### config.mk
export PLATFORM = sky130hd
export DESIGN_NAME = sadc_control
export DESIGN_NICKNAME = d
export VERILOG_FILES = /design/src/hdl/sadc_clock_divider.v /design/src/hdl/sadc_control.v
export VERILOG_INCLUDE_DIRS = /design/src /design/src/hdl
export SDC_FILE = /design/constraint.sdc
export NUM_CORES = 1
export LEC_CHECK = 0
export BUFFER_PORTS_ARGS = -buffer_cell sky130_fd_sc_hd__buf_4
export CAP_MARGIN = 5
export CORE_ASPECT_RATIO = 1.2
export CORE_MARGIN = 2
export CORE_UTILIZATION = 55
export CTS_BUF_LIST = sky130_fd_sc_hd__clkbuf_4
export CTS_CLUSTER_SIZE = 25
export DETAILED_ROUTE_END_ITERATION = 6
export PLACE_DENSITY = 0.87
export SLEW_MARGIN = 0
export SYNTH_ARGS = -nofsm -noshare
export SYNTH_HDL_FRONTEND = slang
export SYNTH_SLANG_ARGS = --single-unit
### constraint.sdc
create_clock -name clk -period 2.5 [get_ports clk]
set_input_delay 0.5 -clock clk [delete_from_list [all_inputs] [get_ports clk]]
set_output_delay 0.5 -clock clk [all_outputs]
set_load 0.05 [all_outputs]
### src/hdl/sadc_regs.vh
// Purpose: constants for the converter control block
// Assumes: byte-wide registers, one per aligned 32-bit APB word
// Notes:   register index times four gives the byte address
`ifndef SADC_REGS_VH
`define SADC_REGS_VH

`define SADC_IDX_IRQ_ENABLE   8'h0B
`define SADC_IDX_IRQ_PENDING  8'h0C
`define SADC_IDX_RESULT_HIGH  8'h17
`define SADC_IDX_CTL_RESULT   8'h18
`define SADC_IDX_CHAN_REF     8'h19

`define SADC_ADDR_IRQ_ENABLE  12'h02C
`define SADC_ADDR_IRQ_PENDING 12'h030
`define SADC_ADDR_RESULT_HIGH 12'h05C
`define SADC_ADDR_CTL_RESULT  12'h060
`define SADC_ADDR_CHAN_REF    12'h064

`define SADC_BIT_DONE         7
`define SADC_BIT_START        3
`define SADC_CHAN_RESET       5'h1F
`define SADC_REF_RESET        2'h0
`define SADC_CHAN_LAST_EXT    5'h0C
`define SADC_CHAN_BANDGAP     5'h0E
`define SADC_CHAN_QUARTER     5'h17
`define SADC_REF_RESERVED     2'h2
`define SADC_RESULT_BITS      12
// one sample cycle plus one per result bit, in converter clocks
`define SADC_CONV_STEPS       4'hD

`endif

### src/hdl/sadc_clock_divider.v
// Purpose: converter clock enable from the system clock
// Assumes: enable pulse lasts one system clock
// Notes:   code 000 divides by 256, 111 divides by 2
`timescale 1ns/1ns
module sadc_clock_divider
(
  input  wire       clk,
  input  wire       reset,
  input  wire [2:0] divSelect,
  output reg        convTick
);

  reg  [7:0] count;
  wire [7:0] limit;

  // divide by 2^(8-code); limit is that minus one
  assign limit = (8'hFF >> divSelect);

  always @(posedge clk)
  begin
    if (reset)
    begin
      count    <= 8'h00;
      convTick <= 1'b0;
    end
    else if (count >= limit)
    begin
      count    <= 8'h00;
      convTick <= 1'b1;
    end
    else
    begin
      count    <= count + 8'h01;
      convTick <= 1'b0;
    end
  end

endmodule

### src/hdl/sadc_control.v
// Purpose: control of a 12-bit successive-approximation converter behind APB
// Assumes: analog comparator result arrives synchronous to clk
// Notes:   one clock domain; converter steps ride on a divided enable
`timescale 1ns/1ns
`include "sadc_regs.vh"
module sadc_control
(
  input  wire        clk,
  input  wire        reset,
  input  wire        psel,
  input  wire        penable,
  input  wire        pwrite,
  input  wire [11:0] paddr,
  input  wire [31:0] pwdata,
  input  wire [3:0]  pstrb,
  output reg  [31:0] prdata,
  output reg         pready,
  output reg         pslverr,
  input  wire        compareHigh,
  output reg  [11:0] trialCode,
  output reg         sampleHold,
  output reg  [4:0]  muxSelect,
  output reg         muxValid,
  output reg  [1:0]  refSelect,
  output reg         bandgapHighLevel,
  output reg         convIrq
);

  ////////////////////////////////////////////////////////////////////////
  // registers

  reg  [7:0]  irqEnable;
  reg  [7:0]  irqPending;
  reg  [2:0]  divSelect;
  reg         startBit;
  reg  [4:0]  chanSelect;
  reg  [1:0]  refField;
  reg  [11:0] result;
  reg  [11:0] sarReg;
  reg  [3:0]  step;
  reg  [3:0]  bitIndex;
  reg         busy;
  reg         doneEvent;
  wire        convTick;

  localparam ST_IDLE   = 1'b0;
  localparam ST_CONV   = 1'b1;

  wire access   = psel & penable;
  wire wrAccess = access & pwrite & pstrb[0];

  function hit;
    input [11:0] addr;
    input [11:0] target;
    begin
      hit = (addr == target);
    end
  endfunction

  function chanLegal;
    input [4:0] code;
    begin
      chanLegal = (code <= `SADC_CHAN_LAST_EXT) || (code == `SADC_CHAN_BANDGAP) ||
                  (code == `SADC_CHAN_QUARTER);
    end
  endfunction

  sadc_clock_divider u_div
  (
    .clk      (clk),
    .reset    (reset),
    .divSelect(divSelect),
    .convTick (convTick)
  );

  ////////////////////////////////////////////////////////////////////////
  // apb slave: zero wait state, unmapped addresses answer with pslverr

  wire mapped = hit(paddr, `SADC_ADDR_IRQ_ENABLE) | hit(paddr, `SADC_ADDR_IRQ_PENDING) |
                hit(paddr, `SADC_ADDR_RESULT_HIGH) | hit(paddr, `SADC_ADDR_CTL_RESULT) |
                hit(paddr, `SADC_ADDR_CHAN_REF);

  reg [7:0] readByte;
  always @*
  begin
    readByte = 8'h00;
    if (hit(paddr, `SADC_ADDR_IRQ_ENABLE))
      readByte = irqEnable;
    else if (hit(paddr, `SADC_ADDR_IRQ_PENDING))
      readByte = irqPending;
    else if (hit(paddr, `SADC_ADDR_RESULT_HIGH))
      readByte = result[11:4];
    else if (hit(paddr, `SADC_ADDR_CTL_RESULT))
      readByte = {result[3:0], startBit, divSelect};
    else if (hit(paddr, `SADC_ADDR_CHAN_REF))
      readByte = {refField, 1'b0, chanSelect};
  end

  always @(posedge clk)
  begin
    if (reset)
    begin
      prdata  <= 32'h00000000;
      pready  <= 1'b0;
      pslverr <= 1'b0;
    end
    else
    begin
      // answer in the setup cycle so the access phase completes at once
      pready  <= psel & ~penable;
      pslverr <= psel & ~penable & ~mapped;
      prdata  <= (psel & ~penable & ~pwrite) ? {24'h000000, readByte} : 32'h00000000;
    end
  end

  ////////////////////////////////////////////////////////////////////////
  // control registers

  wire wrEnable  = wrAccess & hit(paddr, `SADC_ADDR_IRQ_ENABLE);
  wire wrPending = wrAccess & hit(paddr, `SADC_ADDR_IRQ_PENDING);
  wire wrCtl     = wrAccess & hit(paddr, `SADC_ADDR_CTL_RESULT);
  wire wrChan    = wrAccess & hit(paddr, `SADC_ADDR_CHAN_REF);
  wire startReq  = wrCtl & pwdata[`SADC_BIT_START] & ~busy;

  always @(posedge clk)
  begin
    if (reset)
    begin
      irqEnable  <= 8'h00;
      irqPending <= 8'h00;
      divSelect  <= 3'h0;
      chanSelect <= `SADC_CHAN_RESET;
      refField   <= `SADC_REF_RESET;
    end
    else
    begin
      if (wrEnable)
        irqEnable <= pwdata[7:0];
      // written zeros clear; set from hardware wins in the same cycle
      if (wrPending)
        irqPending <= irqPending & pwdata[7:0];
      if (doneEvent)
        irqPending[`SADC_BIT_DONE] <= 1'b1;
      if (wrCtl)
        divSelect <= pwdata[2:0];
      if (wrChan)
      begin
        chanSelect <= pwdata[4:0];
        refField   <= pwdata[7:6];
      end
    end
  end

  ////////////////////////////////////////////////////////////////////////
  // successive approximation sequencer

  always @(posedge clk)
  begin
    if (reset)
    begin
      busy      <= ST_IDLE;
      startBit  <= 1'b0;
      sarReg    <= 12'h000;
      step      <= 4'h0;
      bitIndex  <= 4'h0;
      result    <= 12'h000;
      doneEvent <= 1'b0;
      sampleHold <= 1'b0;
      trialCode <= 12'h000;
    end
    else
    begin
      doneEvent <= 1'b0;
      case (busy)
        ST_IDLE:
        begin
          if (startReq)
          begin
            busy       <= ST_CONV;
            startBit   <= 1'b1;
            step       <= 4'h0;
            sampleHold <= 1'b1;
            sarReg     <= 12'h000;
          end
        end
        ST_CONV:
        begin
          if (convTick)
          begin
            step <= step + 4'h1;
            if (step == 4'h0)
            begin
              // sample phase ends; first trial is mid-scale
              sampleHold <= 1'b0;
              bitIndex   <= 4'hB;
              trialCode  <= 12'h800;
            end
            else if (step < `SADC_CONV_STEPS)
            begin
              sarReg[bitIndex] <= compareHigh;
              if (bitIndex != 4'h0)
              begin
                bitIndex  <= bitIndex - 4'h1;
                trialCode <= (sarReg | ({11'h000, compareHigh} << bitIndex)) |
                             (12'h001 << (bitIndex - 4'h1));
              end
              else
              begin
                // result updates only here, so it holds between conversions
                result    <= {sarReg[11:1], compareHigh};
                busy      <= ST_IDLE;
                startBit  <= 1'b0;
                doneEvent <= 1'b1;
              end
            end
          end
        end
        default:
          busy <= ST_IDLE;
      endcase
    end
  end

  ////////////////////////////////////////////////////////////////////////
  // analog routing and interrupt

  always @(posedge clk)
  begin
    if (reset)
    begin
      muxSelect        <= `SADC_CHAN_RESET;
      muxValid         <= 1'b0;
      refSelect        <= `SADC_REF_RESET;
      bandgapHighLevel <= 1'b0;
      convIrq          <= 1'b0;
    end
    else
    begin
      muxSelect        <= chanSelect;
      muxValid         <= chanLegal(chanSelect);
      // reserved reference code falls back to supply reference
      refSelect        <= (refField == `SADC_REF_RESERVED) ? 2'h0 : refField;
      bandgapHighLevel <= refField[0];
      convIrq          <= |(irqPending & irqEnable);
    end
  end

endmodule

==> flow_metrics.tcl, run 1 <==
set metrics [dict create \
    end_kind "flip-flop" \
    io_buffers 59 \
    cp-start-kind "flip-flop" \
    critPathLaunch "bitIndex[0]$_SDFFE_PP0P_" \
    grt_pass1_wl_mm 19.67 \
    maxCapViolCount 0 \
    relSlewSlack_pct 59.59 \
    rsz0062_at_grt "false" \
    synth_area_um2 5030 \
    syn_to_final_growth_pct 13.03 \
    clk_path_buf_depth 2 \
    cts_resized 0 \
    drtAntennaViolNets 0 \
    synth_top_cell_area_share_pct 41.00 \
    path_clk_slew_ns 0.15 \
    swShare_pct 25.22 \
    drt-vias-per-instance 5.899 \
    h-tree-depth 3 \
    power.internal_uw 2040 \
    postCtsSetupRepairBufs 0 \
    holdBufCountCts 0 \
    pin_count 111 \
    grt_usage_pct 24.57 \
    async_reset_ff_share_pct 0 \
    crit_path_end "trialCode[11]$_SDFFE_PP0P_" \
    instances_no_fill 751 \
    p_sw_uw 688.1 \
    p_leak_uw 0.002270 \
    fin_hold_ws_ns 0.2538 \
    crit_path_max_incr_delay_ns 0.52 \
    layout.nets 696 \
    start_util_pct 55.97 \
    dieArea_um2 9930 \
    worst_slack_ns 0.3167 \
    numCtsBuffers 9 \
    yosysSeqAreaShare_pct 41.00 \
    final_layout_size_suffix_gt1_share_pct 19.18 \
    r2r_end "trialCode[11]$_SDFFE_PP0P_" \
    first_global_vias 4098 \
    cp.arrival_ns 2.55 \
    drt_iter0_drc 306 \
    place_hpwl_mm 8.757 \
    numPlacedInstances 735 \
    clock_skew_ns 0.02258 \
    grt_max_degree 42 \
    post-route-min-period_ns 2.183 \
    clock.fmax_ghz 0.4580 \
    ys_ff_latch 103 \
    r2r_slack_ns 0.32 \
    regToRegStartpoint "bitIndex[0]$_SDFFE_PP0P_" \
    pwr-share-clk_pct 31.7 \
    synth-edff-count 0 \
    wirelength_mm 11.96 \
    cts_tree "built" \
    synth_cells 566 \
    p_per_area_nw_per_um2 479.8 \
    clkSinkCount 103 \
    die_w_um 91.30 \
    place_ws_ns 0.1166 \
    cp_slowest_cell "nor3b_1" \
    drc 0 \
    fin_tns_setup_ns 0 \
    syn_avg_cell_area_um2 8.887 \
    num_rows 38 \
    drtPass1Iterations 6 \
    status "complete, no violations" \
    postLayoutCoreUtil_pct 63.27 \
    vdd_ir_drop_max_uv 254.3 \
    hold_viol_final 0 \
    setup_viol_count_final 0 \
    slew_viol_final 0 \
    ys.flop_type "dfxtp_1" \
    fin_crit_sh_pct 87.33 \
    diodes 0 \
    antenna_found_initial 0 \
    grt_overflow_total 0 \
    num_vias 4430 \
    crit_chain "inv_1 -> ha_1 -> nor3b_1 -> a21oi_1 -> o21ai_2 -> buf_4 -> nor2b_1 -> a311oi_1" \
    power.share.combinational_pct 7.8 \
    yosys-top-cells-area "dfxtp_1 (41%), a21oi_1 (4.9%), ha_1 (4.0%)" \
    gp_congestion 0.9523 \
    fp.coreArea_um2 8986 \
    r2r.worst_path.cells 8 \
    hp-class "primary input to flip-flop" \
    synth_top_area_cell "dfxtp_1" \
    tightestPinTransition_ns 0.6048 \
    wl_per_cell_um 15.93 \
    power_frac_seq_pct 60.6 \
    die_h_um 108.8 \
    clk_latency_ns 0.47 \
    yosys_warnings 0 \
    worstPathMaxFanout 7 \
    worst-setup-path-type "flip-flop to flip-flop" \
    worstPathRequired_ns 2.86 \
    yosysUniqueCellTypes 65 \
    cts-root-buf "clkbuf_4" \
]
-- cells in the final DEF, fill, tap and decap left out, types with 3 or more instances in the layout --
master	instances
conb_1	24
a222oi_1	4
o21a_1	3
buf_4	82
nand4_1	5
and3_1	8
xor2_1	5
inv_1	6
nor2_1	37
o22ai_1	7
nand3_1	15
nand2_1	43
or3_1	3
mux2i_1	20
ha_1	16
nand2b_1	5
a211o_1	5
a21boi_0	12
clkbuf_4	12
xnor2_1	3
nor3b_1	15
nor3_1	19
and2_1	6
o21ai_0	29
or2_2	7
dfxtp_1	103
a221oi_1	8
nor2b_1	15
a22o_1	8
a22oi_1	5
a21o_1	3
a21oi_1	49
o2bb2ai_1	7
a31o_2	3
a211oi_1	3
-- metrics by stage --
step                instance area (um2)  total power, uW
global route                       5685             2830
detailed placement                 5549             1898
CTS                                5685             2736
global placement                   5549             1894
floorplan                          5116             1867
finish                             5685             2728
-- how the worst min path moves through the flow --
| stage | from | endpoint | slack, ns | cells past startpoint |
|---|---|---|---|---|
| final | pwdata[4] | chanSelect[4]$_SDFFE_PP1P_ | 0.25 | 2 |
| after global routing | pwdata[0] | chanSelect[0]$_SDFFE_PP1P_ | 0.26 | 2 |
| after CTS | pwdata[4] | chanSelect[4]$_SDFFE_PP1P_ | 0.24 | 2 |
| after detailed placement | doneEvent$_SDFF_PP0_ | irqPending[7]$_SDFFE_PP0P_ | 0.42 | 2 |
| after global placement | doneEvent$_SDFF_PP0_ | irqPending[7]$_SDFFE_PP0P_ | 0.42 | 2 |
| after floorplan | doneEvent$_SDFF_PP0_ | irqPending[7]$_SDFFE_PP0P_ | 0.41 | 2 |
-- Yosys cell counts (3+ instances only) --
| cell type | instances |
|---|---|
| buf_4 | 25 |
| inv_1 | 6 |
| o2bb2ai_1 | 7 |
| o21ai_0 | 29 |
| a22oi_1 | 5 |
| nor2b_1 | 15 |
| nor2_1 | 37 |
| ha_1 | 16 |
| dfxtp_1 | 103 |
| a211oi_1 | 3 |
| a211o_1 | 5 |
| nor3b_1 | 15 |
| nor3_1 | 19 |
| nand4_1 | 5 |
| a31o_2 | 3 |
| xor2_1 | 5 |
| o22ai_1 | 7 |
| o21a_1 | 3 |
| nand2b_1 | 5 |
| buf_2 | 3 |
| a221oi_1 | 8 |
| a21o_1 | 3 |
| and2_1 | 6 |
| nand3_1 | 15 |
| clkbuf_1 | 23 |
| or3_1 | 3 |
| and3_1 | 8 |
| a21oi_1 | 49 |
| mux2i_1 | 20 |
| a21boi_0 | 12 |
| or2_2 | 7 |
| nand2_1 | 43 |
| a22o_1 | 8 |
| xnor2_1 | 3 |
| a222oi_1 | 4 |
-- layout make-up --
type                    instances  area [um2]
clock buffers                  12       90.09
multi-input cells             423        2695
fillers                       739        3301
clock inverters                 4       46.29
inverters                       7       26.28
repair buffers                 82       615.6
flip-flops and latches        103        2062
well taps                     120       150.1
-- worst max-delay path, delay by kind of cell, from the launching register on --
kind	cells	cell delay, ns
buffers and inverters	2	0.35
flip-flops	1	0.34
AO/OA/AOI/OAI	3	0.53
AND/OR/NAND/NOR	2	0.66
adder cells (fa/ha/maj)	1	0.20
-- routing by layer --
layer  track usage [%]  vias up  wire length (um)
li1                  -     2132                 -
met2             43.86      191              6033
met5                 0        -                 0
met1             29.29     2080              4798
met3             3.939       27               781
met4             10.82        0               346
-- state kept, by name, summed over array words and instances (netlist names), 8 cells and up --
register	count
irqPending	8
u_div.count	8
irqEnable	8
sarReg	12
prdata	8
trialCode	12
result	12
-- kinds of logic (layout without fill, tap and decap cells) --
kind of cell / after synthesis / after routing / share of synthesized area (%)
other: 1 / 24 / 0.07456
multiplexers: 21 / 21 / 4.204
buffers and inverters: 63 / 105 / 7.139
flip-flops: 103 / 103 / 41.00
AND/OR/NAND/NOR: 196 / 196 / 21.52
AO/OA/AOI/OAI: 158 / 158 / 20.70
XOR/XNOR: 8 / 8 / 1.393
adder cells (fa/ha/maj): 16 / 16 / 3.980
-- power by group through the flow --
stage / Combinational (uW) / Clock (uW) / Sequential, uW
2_1_floorplan: 175 / 0 / 1690
3_3_place_gp: 206 / 0 / 1690
3_5_place_dp: 210 / 0 / 1690
4_1_cts: 211 / 873 / 1650
5_1_grt: 224 / 952 / 1650
6_report: 212 / 864 / 1650
Note: power is estimated with default switching activity, not from simulation.
==> run 2: changes to the inputs <==
CORE_UTILIZATION = 54   (was 55)
CTS_BUF_LIST = default   (was sky130_fd_sc_hd__clkbuf_4)
PLACE_DENSITY = 0.85   (was 0.87)
REMOVE_ABC_BUFFERS = 1   (was default)
==> run 2 against run 1 <==
  * The run now ends with design-rule violations left
  * Final cell count unchanged
  * Clock power up 38%
  * Maximum frequency decreased by 1.8%
  * Wire length is 1.4% higher
  * Clock-buffer cell count decreased by 3
  * Core utilization grew 0.86 points
  * Flip-flop and latch count is the same
  * Global-route usage fell by 0.22 points
  * Combinational power hardly changed
  * Via count about the same
  * Largest power group unchanged
==> flow_metrics.tcl, run 2 (synthesis results as in run 1) <==
set metrics [dict create \
    status "finished, violations left" \
    violations "design-rule violations" \
    grt_usage_pct 24.36 \
    die_w_um 92.10 \
    die_h_um 109.7 \
    clkSinkCount 103 \
    gp_congestion 0.9393 \
    cts_tree "built" \
    r2r.worst_path.cells 8 \
    power_frac_seq_pct 54.0 \
    relSlewSlack_pct 60.00 \
    r2r_end "trialCode[7]$_SDFFE_PP0P_" \
    hp-class "primary input to flip-flop" \
    post-route-min-period_ns 2.223 \
    antenna_found_initial 0 \
    clk_latency_ns 0.39 \
    io_buffers 59 \
    fin_crit_sh_pct 88.93 \
    h-tree-depth 3 \
    grtUsageMet1_pct 28.34 \
    num_vias 4432 \
    drc 5 \
    numCtsBuffers 9 \
    worstPathRequired_ns 2.79 \
    place_hpwl_mm 8.787 \
    hold_path_end "pready$_SDFF_PP0_" \
    cp-start-kind "flip-flop" \
    wirelength_mm 12.13 \
    fin_tns_setup_ns 0 \
    grt_util_met2_pct 42.49 \
    layout.nets 696 \
    power.internal_uw 2278 \
    p_leak_uw 0.002313 \
    cp.arrival_ns 2.51 \
    maxCapViolCount 0 \
    vdd_ir_drop_max_uv 280.2 \
    postCtsSetupRepairBufs 0 \
    drtPass1Iterations 7 \
    holdCritStartpoint "penable" \
    postLayoutCoreUtil_pct 64.13 \
    grt_pass1_wl_mm 19.47 \
    power.total_uw 3053 \
    num_rows 38 \
    grt_overflow_total 0 \
    final_common_cell "dfxtp_1" \
    drt-vias-per-instance 5.901 \
    regToRegStartpoint "bitIndex[1]$_SDFFE_PP0P_" \
    p_per_area_nw_per_um2 527.1 \
    hold_viol_final 0 \
    power.share.combinational_pct 6.8 \
    reg_top3 "result: 12 flops, sarReg: 12 flops, trialCode: 12 flops" \
    syn_to_final_growth_pct 15.17 \
    top_usage_layer "met2" \
    slew_viol_final 0 \
    min_path_cells 2 \
    final_layout_size_suffix_gt1_share_pct 19.49 \
    wl_per_cell_um 16.15 \
    pwr-share-clk_pct 39.1 \
    path_clk_slew_ns 0.10 \
    rsz0062_at_grt "false" \
    r2r_slack_ns 0.28 \
    fp.coreArea_um2 9034 \
    cts-root-buf "clkbuf_8" \
    clk_path_buf_depth 2 \
    holdBufCountCts 0 \
    grt_max_degree 88 \
    drtAntennaViolNets 0 \
    clock_skew_ns 0.009822 \
    clock.fmax_ghz 0.4498 \
    final_cell_mix "dfxtp_1 (103), buf_4 (81), a21oi_1 (49), nand2_1 (43), nor2_1 (37)" \
    start_util_pct 55.68 \
    setup_viol_count_final 0 \
    diodes 0 \
    tightestPinTransition_ns 0.5978 \
    end_kind "flip-flop" \
    worstPathMaxFanout 13 \
    met3_usage_pct 4.524 \
    worst-setup-path-type "flip-flop to flip-flop" \
    pin_count 111 \
    swShare_pct 25.41 \
    p_sw_uw 775.8 \
    first_global_vias 4102 \
    drt_iter0_drc 267 \
    dieArea_um2 10110 \
]
## run 2: power by group through the flow
stage	logic (uW)	clock network, uW	registers (uW)
6_report	209	1190	1650
5_1_grt	222	1270	1650
4_1_cts	207	1210	1650
3_3_place_gp	203	0	1690
2_1_floorplan	116	0	1690
3_5_place_dp	207	0	1690
## run 2: area by class of cell
| class | instances | area, um2 |
|---|---|---|
| clock buffer | 9 | 123.9 |
| clock inverter | 7 | 102.6 |
| fill | 770 | 3241 |
| inverter | 7 | 26.28 |
| multi-input combinational | 423 | 2700 |
| sequential | 103 | 2062 |
| tap | 120 | 150.1 |
| timing repair buffer | 82 | 628.1 |
## run 2: critical path: stages (launching register included)
cell      delay (ns)
dfxtp_1         0.61
inv_1           0.17
ha_1            0.24
nor3b_2         0.19
a21oi_1         0.18
o21ai_2         0.13
buf_4           0.17
a222oi_1        0.36
nor2_1          0.06
## run 2: timing repair
item | 4_1_cts | 5_1_grt
endpoints found under the hold margin | 0 | 0
setup endpoints to repair | 0 | 11
resized for setup | 0 | 1
## run 2: how the worst max path moves through the flow
stage	startpoint	end	slack, ns
floorplan	paddr[9]	chanSelect[0]$_SDFFE_PP1P_	0.12
global placement	paddr[9]	sarReg[0]$_SDFFE_PP0P_	0.16
detailed placement	paddr[9]	divSelect[0]$_SDFFE_PP0N_	0.12
CTS	bitIndex[1]$_SDFFE_PP0P_	trialCode[2]$_SDFFE_PP0P_	0.21
global route	bitIndex[1]$_SDFFE_PP0P_	trialCode[7]$_SDFFE_PP0P_	0.10
finish	bitIndex[1]$_SDFFE_PP0P_	trialCode[7]$_SDFFE_PP0P_	0.28
## run 2: metrics by stage
stage,cell area [um2],instances,hold slack (ns),setup WS [ns]
floorplan,4783,533,0.4048,0.1222
global placement,5562,735,0.4163,0.1636
detailed placement,5562,735,0.4357,0.1229
CTS,5788,751,0.2993,0.2067
global route,5793,751,0.3188,0.1045
finish,5793,751,0.3044,0.2766
## run 2: routing by layer
metal / vias to the layer above / wire (um)
li1: 2130 / -
met1: 2106 / 4795
met2: 168 / 6142
met3: 28 / 806
met4: 0 / 387
met5: - / 0
